$ cat config.mk
export PLATFORM = sky130hd
export DESIGN_NAME = uoc_dev_flat
export DESIGN_NICKNAME = d
export VERILOG_FILES = /design/src/uoc_pkg.sv /design/src/uoc_if.sv /design/src/uoc_dev.sv /design/src/flat_wrapper.sv
export SDC_FILE = /design/constraint.sdc
export NUM_CORES = 1
export LEC_CHECK = 0
export BUFFER_PORTS_ARGS = -buffer_cell sky130_fd_sc_hd__buf_4
export CAP_MARGIN = 20
export CORE_UTILIZATION = 57
export CTS_BUF_LIST = sky130_fd_sc_hd__clkbuf_8 sky130_fd_sc_hd__clkbuf_16
export DETAILED_ROUTE_END_ITERATION = 8
export GPL_TIMING_DRIVEN = 0
export PLACE_DENSITY = 0.88
export SLEW_MARGIN = 5
export SYNTH_ARGS = -nofsm -noshare
export SYNTH_HDL_FRONTEND = slang
export SYNTH_SLANG_ARGS = --single-unit
$ cat constraint.sdc
create_clock -name I_CLK_SYS -period 3.8 [get_ports I_CLK_SYS]
set_input_delay 0.76 -clock I_CLK_SYS [delete_from_list [all_inputs] [get_ports I_CLK_SYS]]
set_output_delay 0.76 -clock I_CLK_SYS [all_outputs]
set_load 0.01 [all_outputs]
$ cat src/uoc_pkg.sv
`default_nettype none
package uoc_pkg;
  // register selects on the register port (no offsets are printed)
  localparam logic [2:0] REG_POWER = 3'h0;
  localparam logic [2:0] REG_STATUS = 3'h1;
  localparam logic [2:0] REG_CONTROL = 3'h2;
  localparam logic [2:0] REG_ADDRESS = 3'h3;
  localparam logic [2:0] REG_OTG = 3'h4;
  // power register fields
  localparam int PWR_ACTIVITY_PENDING = 7;
  localparam int PWR_SLEEP_GUARD = 4;
  localparam int PWR_SUSPEND_ENABLE = 1;
  localparam int PWR_OPERATION_ENABLE = 0;
  // status register fields
  localparam int STAT_ENDPOINT_LSB = 4;
  localparam int STAT_DIRECTION = 3;
  localparam int STAT_PINGPONG = 2;
  // control register fields
  localparam int CON_JSTATE = 7;
  localparam int CON_SE0 = 6;
  localparam int CON_PACKET_DISABLE = 5;
  localparam int CON_TOKEN_BUSY = 5;
  localparam int CON_BUS_RESET = 4;
  localparam int CON_HOST_ENABLE = 3;
  localparam int CON_RESUME = 2;
  localparam int CON_PINGPONG_RESET = 1;
  localparam int CON_MODULE_ENABLE = 0;
  localparam int CON_FRAME_START = 0;
  // address register fields
  localparam int ADDR_LOW_SPEED = 7;
  // otg control fields
  localparam int OTG_DP_PULLUP = 7;
  localparam int OTG_DM_PULLUP = 6;
  localparam int OTG_DP_PULLDOWN = 5;
  localparam int OTG_DM_PULLDOWN = 4;
  localparam int OTG_FEATURES_ENABLE = 2;
  // reset values
  localparam logic [7:0] RESET_BYTE = 8'h00;
  // timing
  localparam int CLK_HZ = 50000000;
  localparam int FRAME_US = 1000;
  localparam int FRAME_CYCLES = CLK_HZ / 1000000 * FRAME_US;
  localparam int RESUME_MS = 10;
  localparam int BUS_RESET_MS = 50;
  localparam int RESUME_CYCLES = CLK_HZ / 1000 * RESUME_MS;
  localparam int BUS_RESET_CYCLES = CLK_HZ / 1000 * BUS_RESET_MS;
endpackage
`default_nettype wire

$ cat src/uoc_if.sv
`default_nettype none
interface uoc_if;
  // register port driven by software end
  logic reg_wr;
  logic reg_rd;
  logic [2:0] reg_sel;
  logic [15:0] reg_wdata;
  logic [15:0] reg_rdata;
  modport dev (input reg_wr, input reg_rd, input reg_sel, input reg_wdata, output reg_rdata);
  modport sw (output reg_wr, output reg_rd, output reg_sel, output reg_wdata, input reg_rdata);
endinterface
`default_nettype wire

$ cat src/uoc_dev.sv
// Operation
// - activity pending reads 1 under guard
// - software sets sleep guard before suspend
// - suspend enable gates usb clock
// - operation enable switches module, resets 0
// - keep enables clear before power off
// - last endpoint updated per transfer
// - direction bit updated with endpoint
// - pingpong bit shows odd bank
// - live single-ended zero flag
// - setup token sets packet disable
// - host enable activates pull-downs
// - resume bit drives resume signalling
// - pingpong reset forces even bank
// - module enable attaches, d+ pull-up
// - live j-state flag in host mode
// - token busy while token executes
// - bus reset bit drives reset signalling
// - frame start token every 1 ms
// - low speed select, host only
// - seven-bit device address, resets zero
// - upper byte reads zero
// - otg enable hands pulls to bits
`default_nettype none
module uoc_dev (
  // clock and reset
  input wire logic I_CLK_SYS,
  input wire logic I_RESET,
  // register port
  uoc_if.dev bus,
  // transfer engine events
  input wire logic I_XFER_DONE,
  input wire logic [3:0] I_XFER_ENDPOINT,
  input wire logic I_XFER_TX,
  input wire logic I_XFER_ODD,
  input wire logic I_SETUP_SEEN,
  input wire logic I_TOKEN_ACTIVE,
  // bus line state from transceiver pins
  input wire logic I_LINE_SE0,
  input wire logic I_LINE_DIFF,
  input wire logic I_BUS_ACTIVITY,
  // transceiver and engine controls
  output logic O_MODULE_ON,
  output logic O_USB_CLK_GATE,
  output logic O_XCVR_LOW_POWER,
  output logic O_ENGINE_HALT,
  output logic O_PINGPONG_EVEN,
  output logic O_RESUME_DRIVE,
  output logic O_BUS_RESET_DRIVE,
  output logic O_SOF_PULSE,
  output logic O_LOW_SPEED,
  output logic [6:0] O_DEVICE_ADDRESS,
  output logic O_DP_PULLUP,
  output logic O_DM_PULLUP,
  output logic O_DP_PULLDOWN,
  output logic O_DM_PULLDOWN
);
  localparam int FC = uoc_pkg::FRAME_CYCLES;
  localparam int CW = $clog2(FC);
  localparam logic [CW-1:0] FRAME_LAST = CW'(FC - 1);

  typedef struct packed {
    logic [1:0] se0_s;
    logic [1:0] diff_s;
    logic [1:0] act_s;
    logic sleep_guard;
    logic suspend_enable;
    logic operation_enable;
    logic [3:0] last_endpoint;
    logic last_tx;
    logic last_odd;
    logic packet_disable;
    logic bus_reset_request;
    logic host_enable;
    logic resume;
    logic pingpong_reset;
    logic module_enable;
    logic frame_start_enable;
    logic low_speed_enable;
    logic [6:0] device_address;
    logic [7:0] otg_ctl;
    logic [CW-1:0] frame_cnt;
    logic sof;
    logic [7:0] rdata;
  } uoc_dev_state_t;

  uoc_dev_state_t s_q, s_d;
  logic [7:0] wb;
  logic se0, jstate, host_mode;

  // synchronised line state; j-state polarity depends on speed
  assign se0 = s_q.se0_s[1];
  assign host_mode = s_q.host_enable;
  assign jstate = host_mode & ~se0 & (s_q.low_speed_enable ? ~s_q.diff_s[1] : s_q.diff_s[1]);
  assign wb = bus.reg_wdata[7:0];

  always_comb begin
    s_d = s_q;
    s_d.se0_s = {s_q.se0_s[0], I_LINE_SE0};
    s_d.diff_s = {s_q.diff_s[0], I_LINE_DIFF};
    s_d.act_s = {s_q.act_s[0], I_BUS_ACTIVITY};
    s_d.sof = 1'b0;
    // software writes; only the low byte is stored
    if (bus.reg_wr) begin
      unique case (bus.reg_sel)
        uoc_pkg::REG_POWER: begin
          s_d.sleep_guard = wb[uoc_pkg::PWR_SLEEP_GUARD];
          s_d.suspend_enable = wb[uoc_pkg::PWR_SUSPEND_ENABLE];
          s_d.operation_enable = wb[uoc_pkg::PWR_OPERATION_ENABLE];
        end
        uoc_pkg::REG_CONTROL: begin
          s_d.host_enable = wb[uoc_pkg::CON_HOST_ENABLE];
          s_d.resume = wb[uoc_pkg::CON_RESUME];
          s_d.pingpong_reset = wb[uoc_pkg::CON_PINGPONG_RESET];
          if (wb[uoc_pkg::CON_HOST_ENABLE]) begin
            s_d.bus_reset_request = wb[uoc_pkg::CON_BUS_RESET];
            s_d.frame_start_enable = wb[uoc_pkg::CON_FRAME_START];
          end else begin
            s_d.packet_disable = wb[uoc_pkg::CON_PACKET_DISABLE];
            s_d.module_enable = wb[uoc_pkg::CON_MODULE_ENABLE];
          end
        end
        uoc_pkg::REG_ADDRESS: begin
          s_d.low_speed_enable = wb[uoc_pkg::ADDR_LOW_SPEED];
          s_d.device_address = wb[6:0];
        end
        uoc_pkg::REG_OTG: s_d.otg_ctl = wb;
        default: ;
      endcase
    end
    // hardware set wins over a software clear in the same cycle
    if (I_SETUP_SEEN && !host_mode) begin
      s_d.packet_disable = 1'b1;
    end
    // bus activity ends suspend without software
    if (s_q.suspend_enable && s_q.act_s[1]) begin
      s_d.suspend_enable = 1'b0;
    end
    // transfer report
    if (I_XFER_DONE) begin
      s_d.last_endpoint = I_XFER_ENDPOINT;
      s_d.last_tx = I_XFER_TX;
      s_d.last_odd = I_XFER_ODD;
    end
    // 1 ms frame timer, idle while disabled so the first token is a full frame away
    if (host_mode && s_q.frame_start_enable && s_q.operation_enable) begin
      if (s_q.frame_cnt == FRAME_LAST) begin
        s_d.frame_cnt = '0;
        s_d.sof = 1'b1;
      end else begin
        s_d.frame_cnt = s_q.frame_cnt + CW'(1);
      end
    end else begin
      s_d.frame_cnt = '0;
    end
    // registered read data, upper byte always zero
    s_d.rdata = uoc_pkg::RESET_BYTE;
    if (bus.reg_rd) begin
      unique case (bus.reg_sel)
        uoc_pkg::REG_POWER: begin
          s_d.rdata[uoc_pkg::PWR_ACTIVITY_PENDING] = s_q.sleep_guard & s_q.act_s[1];
          s_d.rdata[uoc_pkg::PWR_SLEEP_GUARD] = s_q.sleep_guard;
          s_d.rdata[uoc_pkg::PWR_SUSPEND_ENABLE] = s_q.suspend_enable;
          s_d.rdata[uoc_pkg::PWR_OPERATION_ENABLE] = s_q.operation_enable;
        end
        uoc_pkg::REG_STATUS: begin
          s_d.rdata[uoc_pkg::STAT_ENDPOINT_LSB +: 4] = s_q.last_endpoint;
          s_d.rdata[uoc_pkg::STAT_DIRECTION] = s_q.last_tx;
          s_d.rdata[uoc_pkg::STAT_PINGPONG] = s_q.last_odd;
        end
        uoc_pkg::REG_CONTROL: begin
          s_d.rdata[uoc_pkg::CON_SE0] = se0;
          s_d.rdata[uoc_pkg::CON_HOST_ENABLE] = s_q.host_enable;
          s_d.rdata[uoc_pkg::CON_RESUME] = s_q.resume;
          s_d.rdata[uoc_pkg::CON_PINGPONG_RESET] = s_q.pingpong_reset;
          if (host_mode) begin
            s_d.rdata[uoc_pkg::CON_JSTATE] = jstate;
            s_d.rdata[uoc_pkg::CON_TOKEN_BUSY] = I_TOKEN_ACTIVE;
            s_d.rdata[uoc_pkg::CON_BUS_RESET] = s_q.bus_reset_request;
            s_d.rdata[uoc_pkg::CON_FRAME_START] = s_q.frame_start_enable;
          end else begin
            s_d.rdata[uoc_pkg::CON_PACKET_DISABLE] = s_q.packet_disable;
            s_d.rdata[uoc_pkg::CON_MODULE_ENABLE] = s_q.module_enable;
          end
        end
        uoc_pkg::REG_ADDRESS: begin
          s_d.rdata[uoc_pkg::ADDR_LOW_SPEED] = host_mode & s_q.low_speed_enable;
          s_d.rdata[6:0] = s_q.device_address;
        end
        uoc_pkg::REG_OTG: s_d.rdata = s_q.otg_ctl;
        default: s_d.rdata = uoc_pkg::RESET_BYTE;
      endcase
    end
  end

  always_ff @(posedge I_CLK_SYS) begin
    if (I_RESET) begin
      s_q <= '0;
    end else begin
      s_q <= s_d;
    end
  end

  // outputs; resume drive, bus reset drive and frame tokens are held off while the module is disabled
  assign bus.reg_rdata = {8'h00, s_q.rdata};
  assign O_MODULE_ON = s_q.operation_enable;
  assign O_USB_CLK_GATE = s_q.suspend_enable;
  assign O_XCVR_LOW_POWER = s_q.suspend_enable | ~s_q.operation_enable;
  assign O_ENGINE_HALT = ~host_mode & s_q.packet_disable;
  assign O_PINGPONG_EVEN = s_q.pingpong_reset;
  assign O_RESUME_DRIVE = s_q.operation_enable & s_q.resume;
  assign O_BUS_RESET_DRIVE = s_q.operation_enable & host_mode & s_q.bus_reset_request;
  assign O_SOF_PULSE = s_q.sof;
  assign O_LOW_SPEED = host_mode & s_q.low_speed_enable;
  assign O_DEVICE_ADDRESS = s_q.device_address;
  // hardware pull control unless otg features take over
  always_comb begin
    if (s_q.otg_ctl[uoc_pkg::OTG_FEATURES_ENABLE]) begin
      O_DP_PULLUP = s_q.otg_ctl[uoc_pkg::OTG_DP_PULLUP];
      O_DM_PULLUP = s_q.otg_ctl[uoc_pkg::OTG_DM_PULLUP];
      O_DP_PULLDOWN = s_q.otg_ctl[uoc_pkg::OTG_DP_PULLDOWN];
      O_DM_PULLDOWN = s_q.otg_ctl[uoc_pkg::OTG_DM_PULLDOWN];
    end else begin
      O_DP_PULLUP = ~s_q.host_enable & s_q.module_enable;
      O_DM_PULLUP = 1'b0;
      O_DP_PULLDOWN = s_q.host_enable;
      O_DM_PULLDOWN = s_q.host_enable;
    end
  end
endmodule
`default_nettype wire

$ cat src/flat_wrapper.sv
// flat-port wrapper written by rule: the top's interface ports become plain ports
module uoc_dev_flat 
  (I_CLK_SYS, I_RESET, I_XFER_DONE, I_XFER_ENDPOINT, I_XFER_TX, I_XFER_ODD, I_SETUP_SEEN, I_TOKEN_ACTIVE, I_LINE_SE0, I_LINE_DIFF, I_BUS_ACTIVITY, O_MODULE_ON, O_USB_CLK_GATE, O_XCVR_LOW_POWER, O_ENGINE_HALT, O_PINGPONG_EVEN, O_RESUME_DRIVE, O_BUS_RESET_DRIVE, O_SOF_PULSE, O_LOW_SPEED, O_DEVICE_ADDRESS, O_DP_PULLUP, O_DM_PULLUP, O_DP_PULLDOWN, O_DM_PULLDOWN, bus_reg_wr, bus_reg_rd, bus_reg_sel, bus_reg_wdata, bus_reg_rdata);
  uoc_if bus_i ();
  input wire logic I_CLK_SYS;
  input wire logic I_RESET;
  input wire logic I_XFER_DONE;
  input wire logic [3:0] I_XFER_ENDPOINT;
  input wire logic I_XFER_TX;
  input wire logic I_XFER_ODD;
  input wire logic I_SETUP_SEEN;
  input wire logic I_TOKEN_ACTIVE;
  input wire logic I_LINE_SE0;
  input wire logic I_LINE_DIFF;
  input wire logic I_BUS_ACTIVITY;
  output logic O_MODULE_ON;
  output logic O_USB_CLK_GATE;
  output logic O_XCVR_LOW_POWER;
  output logic O_ENGINE_HALT;
  output logic O_PINGPONG_EVEN;
  output logic O_RESUME_DRIVE;
  output logic O_BUS_RESET_DRIVE;
  output logic O_SOF_PULSE;
  output logic O_LOW_SPEED;
  output logic [6:0] O_DEVICE_ADDRESS;
  output logic O_DP_PULLUP;
  output logic O_DM_PULLUP;
  output logic O_DP_PULLDOWN;
  output logic O_DM_PULLDOWN;
  input wire logic [$bits(bus_i.reg_wr)-1:0] bus_reg_wr;
  input wire logic [$bits(bus_i.reg_rd)-1:0] bus_reg_rd;
  input wire logic [$bits(bus_i.reg_sel)-1:0] bus_reg_sel;
  input wire logic [$bits(bus_i.reg_wdata)-1:0] bus_reg_wdata;
  output wire logic [$bits(bus_i.reg_rdata)-1:0] bus_reg_rdata;
  assign bus_i.reg_wr = bus_reg_wr;
  assign bus_i.reg_rd = bus_reg_rd;
  assign bus_i.reg_sel = bus_reg_sel;
  assign bus_i.reg_wdata = bus_reg_wdata;
  assign bus_reg_rdata = bus_i.reg_rdata;
  uoc_dev u_core (.I_CLK_SYS(I_CLK_SYS), .I_RESET(I_RESET), .bus(bus_i), .I_XFER_DONE(I_XFER_DONE), .I_XFER_ENDPOINT(I_XFER_ENDPOINT), .I_XFER_TX(I_XFER_TX), .I_XFER_ODD(I_XFER_ODD), .I_SETUP_SEEN(I_SETUP_SEEN), .I_TOKEN_ACTIVE(I_TOKEN_ACTIVE), .I_LINE_SE0(I_LINE_SE0), .I_LINE_DIFF(I_LINE_DIFF), .I_BUS_ACTIVITY(I_BUS_ACTIVITY), .O_MODULE_ON(O_MODULE_ON), .O_USB_CLK_GATE(O_USB_CLK_GATE), .O_XCVR_LOW_POWER(O_XCVR_LOW_POWER), .O_ENGINE_HALT(O_ENGINE_HALT), .O_PINGPONG_EVEN(O_PINGPONG_EVEN), .O_RESUME_DRIVE(O_RESUME_DRIVE), .O_BUS_RESET_DRIVE(O_BUS_RESET_DRIVE), .O_SOF_PULSE(O_SOF_PULSE), .O_LOW_SPEED(O_LOW_SPEED), .O_DEVICE_ADDRESS(O_DEVICE_ADDRESS), .O_DP_PULLUP(O_DP_PULLUP), .O_DM_PULLUP(O_DM_PULLUP), .O_DP_PULLDOWN(O_DP_PULLDOWN), .O_DM_PULLDOWN(O_DM_PULLDOWN));
endmodule
Word-level counts from Yosys, hierarchy flattened
Cells that the tools add are included.
{"block": "totals", "output_inout_bits": 36, "regBits": 63, "elab_cells": 89, "input_bits": 35}
{"block": "classes", "n_mux": 24, "bitwise_logic": 17, "reduce_logical": 19, "add_sub_neg": 1, "eq_ne": 6}
{"cell": "2-bit case mux with 4 select lines", "count": 3}
{"cell": "23-bit 2-to-1 mux", "count": 1}
{"cell": "16-bit by 1-bit adder with 16-bit output, second input constant", "count": 1}
{"cell": "16-bit == test, second input constant", "count": 1}
{"cell": "8-bit 2-to-1 mux", "count": 2}
{"cell": "1-bit 2-to-1 mux", "count": 15}
{"cell": "1-bit case mux with 5 select lines", "count": 2}
{"cell": "1-bit bitwise AND", "count": 9}
{"cell": "3-bit AND reduction", "count": 3}
{"cell": "2-bit AND reduction", "count": 4}
{"cell": "7-bit 2-to-1 mux", "count": 1}
{"cell": "1-bit inverter", "count": 7}
{"cell": "3-bit by 2-bit == test with 1-bit output, second input constant", "count": 2}
{"cell": "2-bit OR reduction", "count": 3}
{"cell": "1-bit logical AND", "count": 4}
{"cell": "2-bit nonzero test", "count": 2}
{"cell": "3-bit by 1-bit == test with 1-bit output, second input constant", "count": 1}
{"cell": "3-bit == test, second input constant", "count": 1}
{"cell": "3-bit zero test", "count": 1}
{"cell": "3-bit OR reduction", "count": 1}
{"cell": "2-bit by 1-bit inequality test with 1-bit output, second input constant", "count": 1}
{"cell": "1-bit zero test", "count": 1}
{"cell": "1-bit bitwise OR", "count": 1}

Longest topological paths before layout
Gate-level depths: netlist of the first run.
{"block": "depth", "ltp_word": 5, "ltp_mapped": 6, "depth_no_buf": 5}

Least setup slack after synthesis of the first run
Ideal clock, no wire load.
{"block": "synth_timing", "path_kind": "in2reg", "startpoint": "in bus_reg_sel[2]", "endpoint": "reg u_core.s_q, in the netlist u_core.bus.reg_rdata[0]", "t_arrival_ps": 1684, "required_time_ps": 3676, "setup_time_ps": 124, "cell_stages": 5, "setup_slack_ps": 1992, "path_buffers": 2, "cell_sequence": "clkbuf_1 buf_2 mux2_2 a22oi_1 nor2_1"}
{"block": "synth_via", "elab_chain_cells": 2, "elab_cells_between_ends": 5, "classes_between": "eq/ne (3); mux (1); reduce/logical (1)"}
{"item": "start, declared", "line": "flat_wrapper.sv:32", "text": "input wire logic [$bits(bus_i.reg_sel)-1:0] bus_reg_sel;"}
{"item": "3-bit == test (tied with other cells)", "line": "uoc_dev.sv:159", "text": "unique case (bus.reg_sel)"}
{"item": "2-bit case mux with 4 select lines *", "line": "uoc_dev.sv:159"}
{"item": "end signal, assigned", "line": "uoc_dev.sv:198", "text": "s_q <= '0;"}
{"item": "end signal, assigned", "line": "uoc_dev.sv:200", "text": "s_q <= s_d;"}
{"item": "end, declared", "line": "uoc_dev.sv:87", "text": "uoc_dev_state_t s_q, s_d;"}
Mark *: on every way between the ends. The rest lies on a longest branch, timed or not.
A chain may end at the register's enable or synchronous reset.

Worst setup path after layout of the first run
{"block": "layout_timing", "startpoint": "reg u_core.s_q, in the netlist u_core.host_mode", "endpoint": "out O_DP_PULLUP"}
{"block": "layout_via", "elab_chain_cells": 3}
{"item": "1-bit inverter", "line": "uoc_dev.sv:224", "text": "O_DP_PULLUP = ~s_q.host_enable & s_q.module_enable;"}
{"item": "1-bit bitwise AND", "line": "uoc_dev.sv:224"}
{"item": "1-bit 2-to-1 mux", "line": "uoc_dev.sv:218", "text": "if (s_q.otg_ctl[uoc_pkg::OTG_FEATURES_ENABLE]) begin"}
{"item": "end, declared", "line": "flat_wrapper.sv:26", "text": "output logic O_DP_PULLUP;"}
No other way between the ends.

==> impl_metrics.ini, run 1 <==
[sta]
layout_setup_ws_ps = 1630
slew_violations = 0
hold_violations = 0
setup-tns-final_ps = 0
finClkSkew_ps = 10.7
worst_pin_slew_ps = 524
period_minus_slack_ps = 2170
grt_setup_unrepaired = no
layout_worst_path_cycle_share = 0.572
whs_ps = 444
clock.fmax_ghz = 0.460
slew_headroom = 0.651
setup_viol = 0

[power]
pwr-share-comb = 0.076
p_sw_frac = 0.227
power_density_nw_per_um2 = 402
p_seq_frac = 0.466
power.internal_mw = 1.13
leakagePower_nw = 1.46
clockPowerShare = 0.457
p_sw_mw = 0.331
ir_drop_v = 0.000318

[detailed_routing]
firstDrtPassIters = 5
vias = 2607
routedWlPerCell_um = 14.6
drc = 0
vias_per_cell = 5.43
drt_iter0_drc = 242
routed_wirelength_um = 7020
postRouteAntennaNets = 0

[final_layout]
layout_common_cells = buf_4, dfxtp_1, nand2_1, nor2_1, a21oi_1
syn_to_final_growth_pct = 25.2
n_antenna_cell = 0
postLayoutCoreUtil = 0.755
drive_above_1_share = 0.283
layout_commonest_cell = buf_4
finalNetCount = 444
num-fill-cells = 387

[clock_tree]
cts.sinks = 63
cts_tree = built
cts_root_buffer = clkbuf_8
cts_repair_resize_count = 0
clk_latency_ps = 350
clk_pin_slew_ps = 60
clock_path_buffers = 2
post_cts_buffers = 0
postCtsHoldBufs = 0
cts_buffers = 9
h-tree-depth = 3

[worst_setup_path]
cpPeakStageDelay_ps = 340
required_ps = 3040
cp_cell_sequence = buf_2 > nand2b_1 > o21ai_0 > buf_4
crit_fanout = 10
path_class = reg -> out
cp_top_family = buffers and inverters
crit_start = u_core.host_mode$_SDFFE_PP0P_
arrival_ps = 1410
cp_slowest_cell = dfxtp_1
r2r-start = u_core.s_q[9]$_SDFF_PP0_
start_kind = flop
end_kind = output pin
crit_buf_inv = 2
ff2ff_setup_slack_ps = 2130

[min_path]
hold_class = reg -> reg
hp-start = u_core.s_d[60]$_SDFF_PP0_

[synth]
synthXorXnorAreaFrac = 0.0452
synth_fa_ha_area_frac = 0.00431
yosysSeqAreaShare = 0.434
ys_types = 42
synth.avg_cell_area_um2 = 8.60
muxShareOfSynthArea = 0.0672
synth_seq_cells = 63
synth_cells = 338
syn_area_um2 = 2910
synth_simple_gate_area_share = 0.267
synth_top_family_by_area = simple AND/OR/NAND/NOR gates
synth_compound_area_frac = 0.0891
ys_warn_count = 0

[grt]
grt_max_degree = 12
grt_pass1_vias = 2415
grt.busiest_layer = met2
grtUsageTotal = 0.279
grt_use_met3 = 0.0878
grt_pass1_wl_um = 11000
grt_use_met1 = 0.293
grt_use_met2 = 0.502
grt_overflow = 0
antenna_found_initial = 0

[place]
pre_cts_ws_ps = 1680
portBuffers = 52
place_hpwl_um = 4960
gp_congestion = 0.884

[floorplanning]
rows = 25
die_w_um = 73.4
pin_count = 71
coreArea_um2 = 4820
die_y_um = 73.4
start_util = 0.603
die_area_um2 = 5390

[run]
drv_cap = 0

[run_status]
status = complete, no violations
## synthesized netlist by cell type (all sizes together)
| cell | number | area, µm² |
|---|---|---|
| and3b | 1 | 8.76 |
| buf | 33 | 228 |
| nor3 | 3 | 15.0 |
| mux2 | 4 | 45.0 |
| o22a | 2 | 17.5 |
| nand2b | 7 | 43.8 |
| clkbuf | 6 | 22.5 |
| xnor2 | 13 | 114 |
| dfxtp | 63 | 1260 |
| nor2b | 15 | 93.8 |
| a211oi | 2 | 15.0 |
| nor4 | 6 | 50.0 |
| nand2 | 55 | 206 |
| a21o | 1 | 8.76 |
| conb | 1 | 3.75 |
| and4bb | 2 | 25.0 |
| o21a | 1 | 7.51 |
| nand4b | 1 | 8.76 |
| o32a | 1 | 10.0 |
| a22oi | 5 | 37.5 |
| xor2 | 2 | 17.5 |
| ha | 1 | 12.5 |
| o21ai | 6 | 30.0 |
| nand3 | 12 | 65.1 |
| nand4bb | 1 | 11.3 |
| a21oi | 24 | 120 |
| and2 | 4 | 25.0 |
| a31oi | 2 | 12.5 |
| and3 | 3 | 18.8 |
| inv | 4 | 15.0 |
| nor2 | 38 | 165 |
| nand4 | 4 | 40.0 |
| mux2i | 15 | 150 |
## path summary, 6_finish.rpt
check                           cells past startpoint                        end
worst max register to register                      6   u_core.s_q[9]$_SDFF_PP0_
worst max-delay path                                4                O_DP_PULLUP
worst min register to register                      1  u_core.s_q[60]$_SDFF_PP0_
worst min-delay path                                1  u_core.s_q[60]$_SDFF_PP0_
## final cells by class
| cell class | instances | area (µm²) | share of cell area |
|---|---|---|---|
| Timing Repair Buffer | 52 | 390 | 0.107 |
| Tap cell | 67 | 83.8 | 0.0230 |
| Clock inverter | 5 | 80.1 | 0.0220 |
| Clock buffer | 11 | 151 | 0.0416 |
| Sequential cell | 63 | 1260 | 0.347 |
| Inverter | 4 | 15.0 | 0.00413 |
| Multi-Input combinational cell | 239 | 1410 | 0.386 |
| Buffer | 39 | 250 | 0.0688 |
## power by group through the flow
stage | clock network (mW) | logic (mW) | registers [mW]
6_report | 0.669 | 0.111 | 0.682
3_5_place_dp | 0 | 0.109 | 0.697
5_1_grt | 0.702 | 0.121 | 0.683
3_3_place_gp | 0 | 0.107 | 0.696
4_1_cts | 0.675 | 0.110 | 0.682
2_1_floorplan | 0 | 0.0638 | 0.694
## flip-flops by register name, summed over array words and instances, names as in the netlist
register / count
u_core.O_DEVICE_ADDRESS: 7
u_core.s_d: 3
u_core.s_q: 40
u_core.host_mode: 1
u_core.O_MODULE_ON: 1
u_core.O_USB_CLK_GATE: 1
u_core.bus.reg_rdata: 8
u_core.O_SOF_PULSE: 1
u_core.O_PINGPONG_EVEN: 1
## kinds of logic after synthesis
group,count (synthesis)
AO/OA/AOI/OAI,44
XOR/XNOR,15
adder cells (fa/ha/maj),1
buffers and inverters,43
flip-flops,63
multiplexers,19
other,1
AND/OR/NAND/NOR,152
## routing by layer
metal  vias to the layer above  part of all wire
met1                      1225              0.39
li1                       1239                 -
met5                         -                 0
met2                       123              0.51
met3                        20             0.069
met4                         0             0.027
## through the flow
stage,cells,instance area [µm²],total power [mW]
floorplan,345,2930,0.758
global placement,464,3410,0.804
detailed placement,464,3410,0.806
CTS,480,3640,1.47
global route,480,3640,1.51
finish,480,3640,1.46
(Power assumes the default switching activity.)
==> run 2: changes to the inputs <==
--- a/config.mk
+++ b/config.mk
@@ -5,13 +5,14 @@
 export SDC_FILE = /design/constraint.sdc
 export NUM_CORES = 1
 export LEC_CHECK = 0
+export ABC_AREA = 1
 export BUFFER_PORTS_ARGS = -buffer_cell sky130_fd_sc_hd__buf_4
 export CAP_MARGIN = 20
-export CORE_UTILIZATION = 57
+export CORE_UTILIZATION = 48
 export CTS_BUF_LIST = sky130_fd_sc_hd__clkbuf_8 sky130_fd_sc_hd__clkbuf_16
 export DETAILED_ROUTE_END_ITERATION = 8
 export GPL_TIMING_DRIVEN = 0
-export PLACE_DENSITY = 0.88
+export PLACE_DENSITY = 0.79
 export SLEW_MARGIN = 5
 export SYNTH_ARGS = -nofsm -noshare
 export SYNTH_HDL_FRONTEND = slang
==> constraint.sdc (replaced) <==
create_clock -name I_CLK_SYS -period 1.8 [get_ports I_CLK_SYS]
set_input_delay 0.36 -clock I_CLK_SYS [delete_from_list [all_inputs] [get_ports I_CLK_SYS]]
set_output_delay 0.36 -clock I_CLK_SYS [all_outputs]
set_load 0.01 [all_outputs]
==> run 2 against run 1 <==
Hold slack got worse by 220 ps. Wire length rose by 1.7%. Flip-flop and latch count did not move. Synthesized cell count rose by 29%. Global-route usage fell by 4.3 points. Non-clock buffer count fell by 6. Power rose by 83%. Utilization fell by 14 points. Largest cell class unchanged. Highest routed layer unchanged.
==> impl_metrics.ini, run 2 <==
[detailed_routing]
postRouteAntennaNets = 0
drt_iter0_drc = 218
vias_per_cell = 4.92
routedWlPerCell_um = 12.2
firstDrtPassIters = 5
vias = 2873
drc = 0
routed_wirelength_um = 7140

[power]
p_seq_frac = 0.540
clockPowerShare = 0.364
p_sw_frac = 0.251
pwr-share-comb = 0.096
power.internal_mw = 2.00
leakagePower_nw = 1.64
power_density_nw_per_um2 = 726
finalPower_mw = 2.68
ir_drop_v = 0.000510
p_sw_mw = 0.673

[sta]
setup-tns-final_ps = 0
clock.fmax_ghz = 0.639
slew_headroom = 0.664
hold_violations = 0
grt_setup_unrepaired = no
slew_violations = 0
finClkSkew_ps = 7.39
setup_viol = 0
period_minus_slack_ps = 1570
layout_worst_path_cycle_share = 0.869
worst_pin_slew_ps = 505

[grt]
grt_pass1_vias = 2617
grt_overflow = 0
grt_pass1_wl_um = 11500
grtUsageTotal = 0.236
antenna_found_initial = 0
grt_max_degree = 11

[floorplanning]
coreArea_um2 = 5990
start_util = 0.505
die_w_um = 81.4
die_area_um2 = 6620
rows = 28
pin_count = 71
die_y_um = 81.4

[clock_tree]
cts_tree = built
clock_path_buffers = 2
cts.sinks = 63
cts_repair_resize_count = 0
clk_latency_ps = 340
post_cts_buffers = 0
clk_pin_slew_ps = 60
h-tree-depth = 3
cts_buffers = 9
postCtsHoldBufs = 0
cts_root_buffer = clkbuf_8

[run_status]
status = complete, no violations

[place]
portBuffers = 53
place_hpwl_um = 5320
gp_congestion = 0.946

[min_path]
hold_class = in -> reg
hold_path_depth = 3

[worst_setup_path]
start_kind = flop
end_kind = output pin
worst_path_most_repeated_cell = buf_4
crit_fanout = 10
cpPeakStageDelay_ps = 300
cp_slowest_cell = dfxtp_1
required_ps = 1440
arrival_ps = 1210
path_class = reg -> out
cp_cell_sequence = buf_4 > nor2_1 > nand2_1 > o21ai_0 > buf_4
r2r_cells = 7

[synth]
yosysTopAreaCell = dfxtp_1
synth_seq_cells = 63
ys_warn_count = 0
synth_cells = 435
ys_types = 27
syn_area_um2 = 3020
synth.avg_cell_area_um2 = 6.95
synth_top_area_share = 0.417
yosysSeqAreaShare = 0.417
synth_commonest_cells = nand2_1, nor2_1, dfxtp_1
synthArstFlopShare = 0
yosysMostFrequentCell = nand2_1
synth_edf_count = 0
synthFlopType = dfxtp_1
synth.area.top_cells = dfxtp_1, nand2_1, nor2_1

[final_layout]
largest_reg_flops = 40
n_antenna_cell = 0
layout_commonest_cell = nand2_1
syn_to_final_growth_pct = 21.9
finalNetCount = 542
drive_above_1_share = 0.216
layout_common_cells = nand2_1, buf_4, nor2_1, dfxtp_1, inv_1
top_register = u_core.s_q

[run]
drv_cap = 0
-- run 2: cell count changes in the layout (fill, tap and decap cells not counted), sizes merged, moves of 15 or more --
| cell | change |
|---|---|
| nand3 | +16 |
| nor2 | +40 |
| inv | +56 |
| mux2i | -15 |
| o21ai | +32 |
| nand2 | +37 |
| nor2b | -15 |
-- run 2: area by class of cell --
type | instances | area, µm²
plain buffers | 32 | 243
clock buffers | 9 | 124
clock inverters | 5 | 21.3
fillers | 555 | 2300
inverters | 57 | 214
multi-input cells | 290 | 1330
flip-flops and latches | 63 | 1260
well taps | 75 | 93.8
repair buffers | 53 | 398
-- run 2: worst max-delay path: cells and delay by family, from the launching register on --
| kind | cells | cell delay (ps) |
|---|---|---|
| buffers and inverters | 2 | 320 |
| AOI/OAI and AO/OA | 1 | 90 |
| DFF | 1 | 300 |
| and+or+nand+nor | 2 | 150 |
-- run 2: power by group through the flow --
stage	clock network, mW	logic, mW	registers, mW
2_1_floorplan	0	0.147	1.47
3_3_place_gp	0	0.250	1.48
3_5_place_dp	0	0.254	1.48
4_1_cts	0.983	0.255	1.45
5_1_grt	1.04	0.287	1.45
6_report	0.973	0.258	1.45
-- run 2: cells by family after synthesis --
kind of cell               after synthesis  synth area share
AOI/OAI and AO/OA                       69             0.114
and+or+nand+nor                        207             0.298
other                                    1           0.00124
adders and majority gates                1           0.00414
buffers and inverters                   89             0.151
DFF                                     63             0.417
xor gates and xnor gates                 5            0.0145
-- run 2: path summary, 6_finish.rpt --
kind	startpoint	to	slack [ps]
max	u_core.host_mode$_SDFFE_PP0P_	O_DP_PULLUP	230
min	I_BUS_ACTIVITY	u_core.s_d[58]$_SDFF_PP0_	220
max reg2reg	u_core.s_q[9]$_SDFF_PP0_	u_core.s_q[23]$_SDFF_PP0_	340
min reg2reg	u_core.s_d[62]$_SDFF_PP0_	u_core.s_q[62]$_SDFF_PP0_	400
-- run 2: metal layers --
layer	vias up	global-route usage	routed length, µm
met5	-	0	0
met4	0	0.118	184
met3	20	0.0652	573
met2	114	0.358	3120
met1	1263	0.306	3270
li1	1476	-	-
-- run 2: stage by stage --
step	util	hold WS (ps)	setup WS, ps	cells	area [µm²]
2_1_floorplan	-	388	554	442	3050
3_3_place_gp	0.591	393	369	570	3540
3_5_place_dp	0.591	392	328	570	3540
4_1_cts	0.615	214	248	584	3690
5_1_grt	0.615	234	166	584	3690
6_report	0.615	224	235	584	3690
==> run 3: changes to the inputs <==
--- a/config.mk
+++ b/config.mk
@@ -12,6 +12,7 @@
 export CTS_BUF_LIST = sky130_fd_sc_hd__clkbuf_8 sky130_fd_sc_hd__clkbuf_16
 export DETAILED_ROUTE_END_ITERATION = 8
 export GPL_TIMING_DRIVEN = 0
+export MAX_ROUTING_LAYER = met4
 export PLACE_DENSITY = 0.79
 export SLEW_MARGIN = 5
 export SYNTH_ARGS = -nofsm -noshare
==> run 3 against run 2 <==
Combinational power about the same. Non-clock buffer count unchanged. Critical path type unchanged. Hold slack worse by 3.6 ps.
==> impl_metrics.ini, run 3 (synthesis results as in run 2) <==
[run_status]
status = complete, no violations

[grt]
grt_use_met3 = 0.0674
grt_overflow = 0
antenna_found_initial = 0
grt_pass1_vias = 2556
grt_use_met1 = 0.311
grt_pass1_wl_um = 11500
grtUsageTotal = 0.242
grt_max_degree = 11
grt_use_met2 = 0.352
grt.busiest_layer = met2

[final_layout]
layout_common_cells = nand2_1, buf_4, nor2_1, dfxtp_1, inv_1
top_register = u_core.s_q
seq_area_um2 = 1260
finalNetCount = 542
num-fill-cells = 539
multi_input_area_um2 = 1330
postLayoutCoreUtil = 0.623
stdcell_count = 586
largest_reg_flops = 40
n_antenna_cell = 0
drive_above_1_share = 0.221
syn_to_final_growth_pct = 23.4
layout_commonest_cell = nand2_1

[worst_setup_path]
crit_end = O_DP_PULLUP
cp_cell_sequence = buf_4 > nor2_1 > nand2_1 > o21ai_0 > buf_4
crit_fanout = 10
crit_buf_inv = 2
cp_slowest_cell = dfxtp_1
cp.depth = 5
cp_top_family = buffers and inverters
required_ps = 1440
arrival_ps = 1240
r2r-start = u_core.s_q[9]$_SDFF_PP0_
start_kind = flop
crit_start = u_core.host_mode$_SDFFE_PP0P_
worst_path_most_repeated_cell = buf_4
r2r_cells = 7
end_kind = output pin
rr_endpoint = u_core.s_q[9]$_SDFF_PP0_
cpPeakStageDelay_ps = 300
ff2ff_setup_slack_ps = 360
path_class = reg -> out

[clock_tree]
clk_latency_ps = 340
h-tree-depth = 3
clock_path_buffers = 2
clk_pin_slew_ps = 70
cts.sinks = 63
cts_root_buffer = clkbuf_8
cts_tree = built
post_cts_buffers = 0
cts_buffers = 9
cts_repair_resize_count = 0
postCtsHoldBufs = 0

[detailed_routing]
firstDrtPassIters = 5
drc = 0
drt_iter0_drc = 215
vias = 2869
routed_wirelength_um = 7120
routedWlPerCell_um = 12.1
postRouteAntennaNets = 0
vias_per_cell = 4.90

[floorplanning]
rows = 28
start_util = 0.505
die_area_um2 = 6620
pin_count = 71
die_y_um = 81.4
die_w_um = 81.4
coreArea_um2 = 5990

[power]
leakagePower_nw = 1.66
finalPower_mw = 2.90
power_density_nw_per_um2 = 776
ir_drop_v = 0.000855

[sta]
setup_viol = 0
slew_headroom = 0.663
slew_violations = 0
finClkSkew_ps = 8.74
setup-tns-final_ps = 0
grt_setup_unrepaired = no
hold_violations = 0
layout_worst_path_cycle_share = 0.890
period_minus_slack_ps = 1600
clock.fmax_ghz = 0.624
worst_pin_slew_ps = 506

[min_path]
hold_class = in -> reg
hold_path_depth = 3

[place]
place_hpwl_um = 5260
portBuffers = 53
dp_cells = 570
gp_congestion = 0.960

[run]
drv_cap = 0
==> run 3: per-layer routing <==
layer,vias to the layer above,part of all wire
met3,14,0.072
met5,-,0
met2,88,0.45
met4,0,0.018
li1,1481,-
met1,1286,0.46
==> run 3: worst min-delay path by stage <==
stage | startpoint | endpoint
global placement | u_core.s_d[58]$_SDFF_PP0_ | u_core.s_q[58]$_SDFF_PP0_
global route | I_LINE_DIFF | u_core.s_d[60]$_SDFF_PP0_
floorplan | u_core.s_d[58]$_SDFF_PP0_ | u_core.s_q[58]$_SDFF_PP0_
CTS | I_LINE_DIFF | u_core.s_d[60]$_SDFF_PP0_
detailed placement | u_core.s_d[62]$_SDFF_PP0_ | u_core.s_q[62]$_SDFF_PP0_
finish | I_LINE_DIFF | u_core.s_d[60]$_SDFF_PP0_
==> run 3: final cells by class <==
class | count | share of cell area
clock inverters | 6 | 0.0141
plain buffers | 32 | 0.0651
multi-input cells | 290 | 0.357
clock buffers | 10 | 0.0369
flip-flops and latches | 63 | 0.338
repair buffers | 53 | 0.107
well taps | 75 | 0.0252
inverters | 57 | 0.0573
==> run 3: metrics by stage <==
step           setup WS (ps)  hold slack [ps]  area (µm²)
6_report                 198              220        3730
5_1_grt                 94.8              221        3730
4_1_cts                  205              208        3730
3_5_place_dp             323              392        3540
3_3_place_gp             373              393        3540
2_1_floorplan            554              388        3050
==> run 3: worst min-delay path: stages <==
cell	delay, ps
buf_4	80
inv_1	30
nor2_1	60
==> run 3: report_power, final <==
group          switching, mW  internal, mW
logic                  0.147         0.112
clock network          0.532         0.660
registers             0.0166          1.43
total                  0.696          2.20
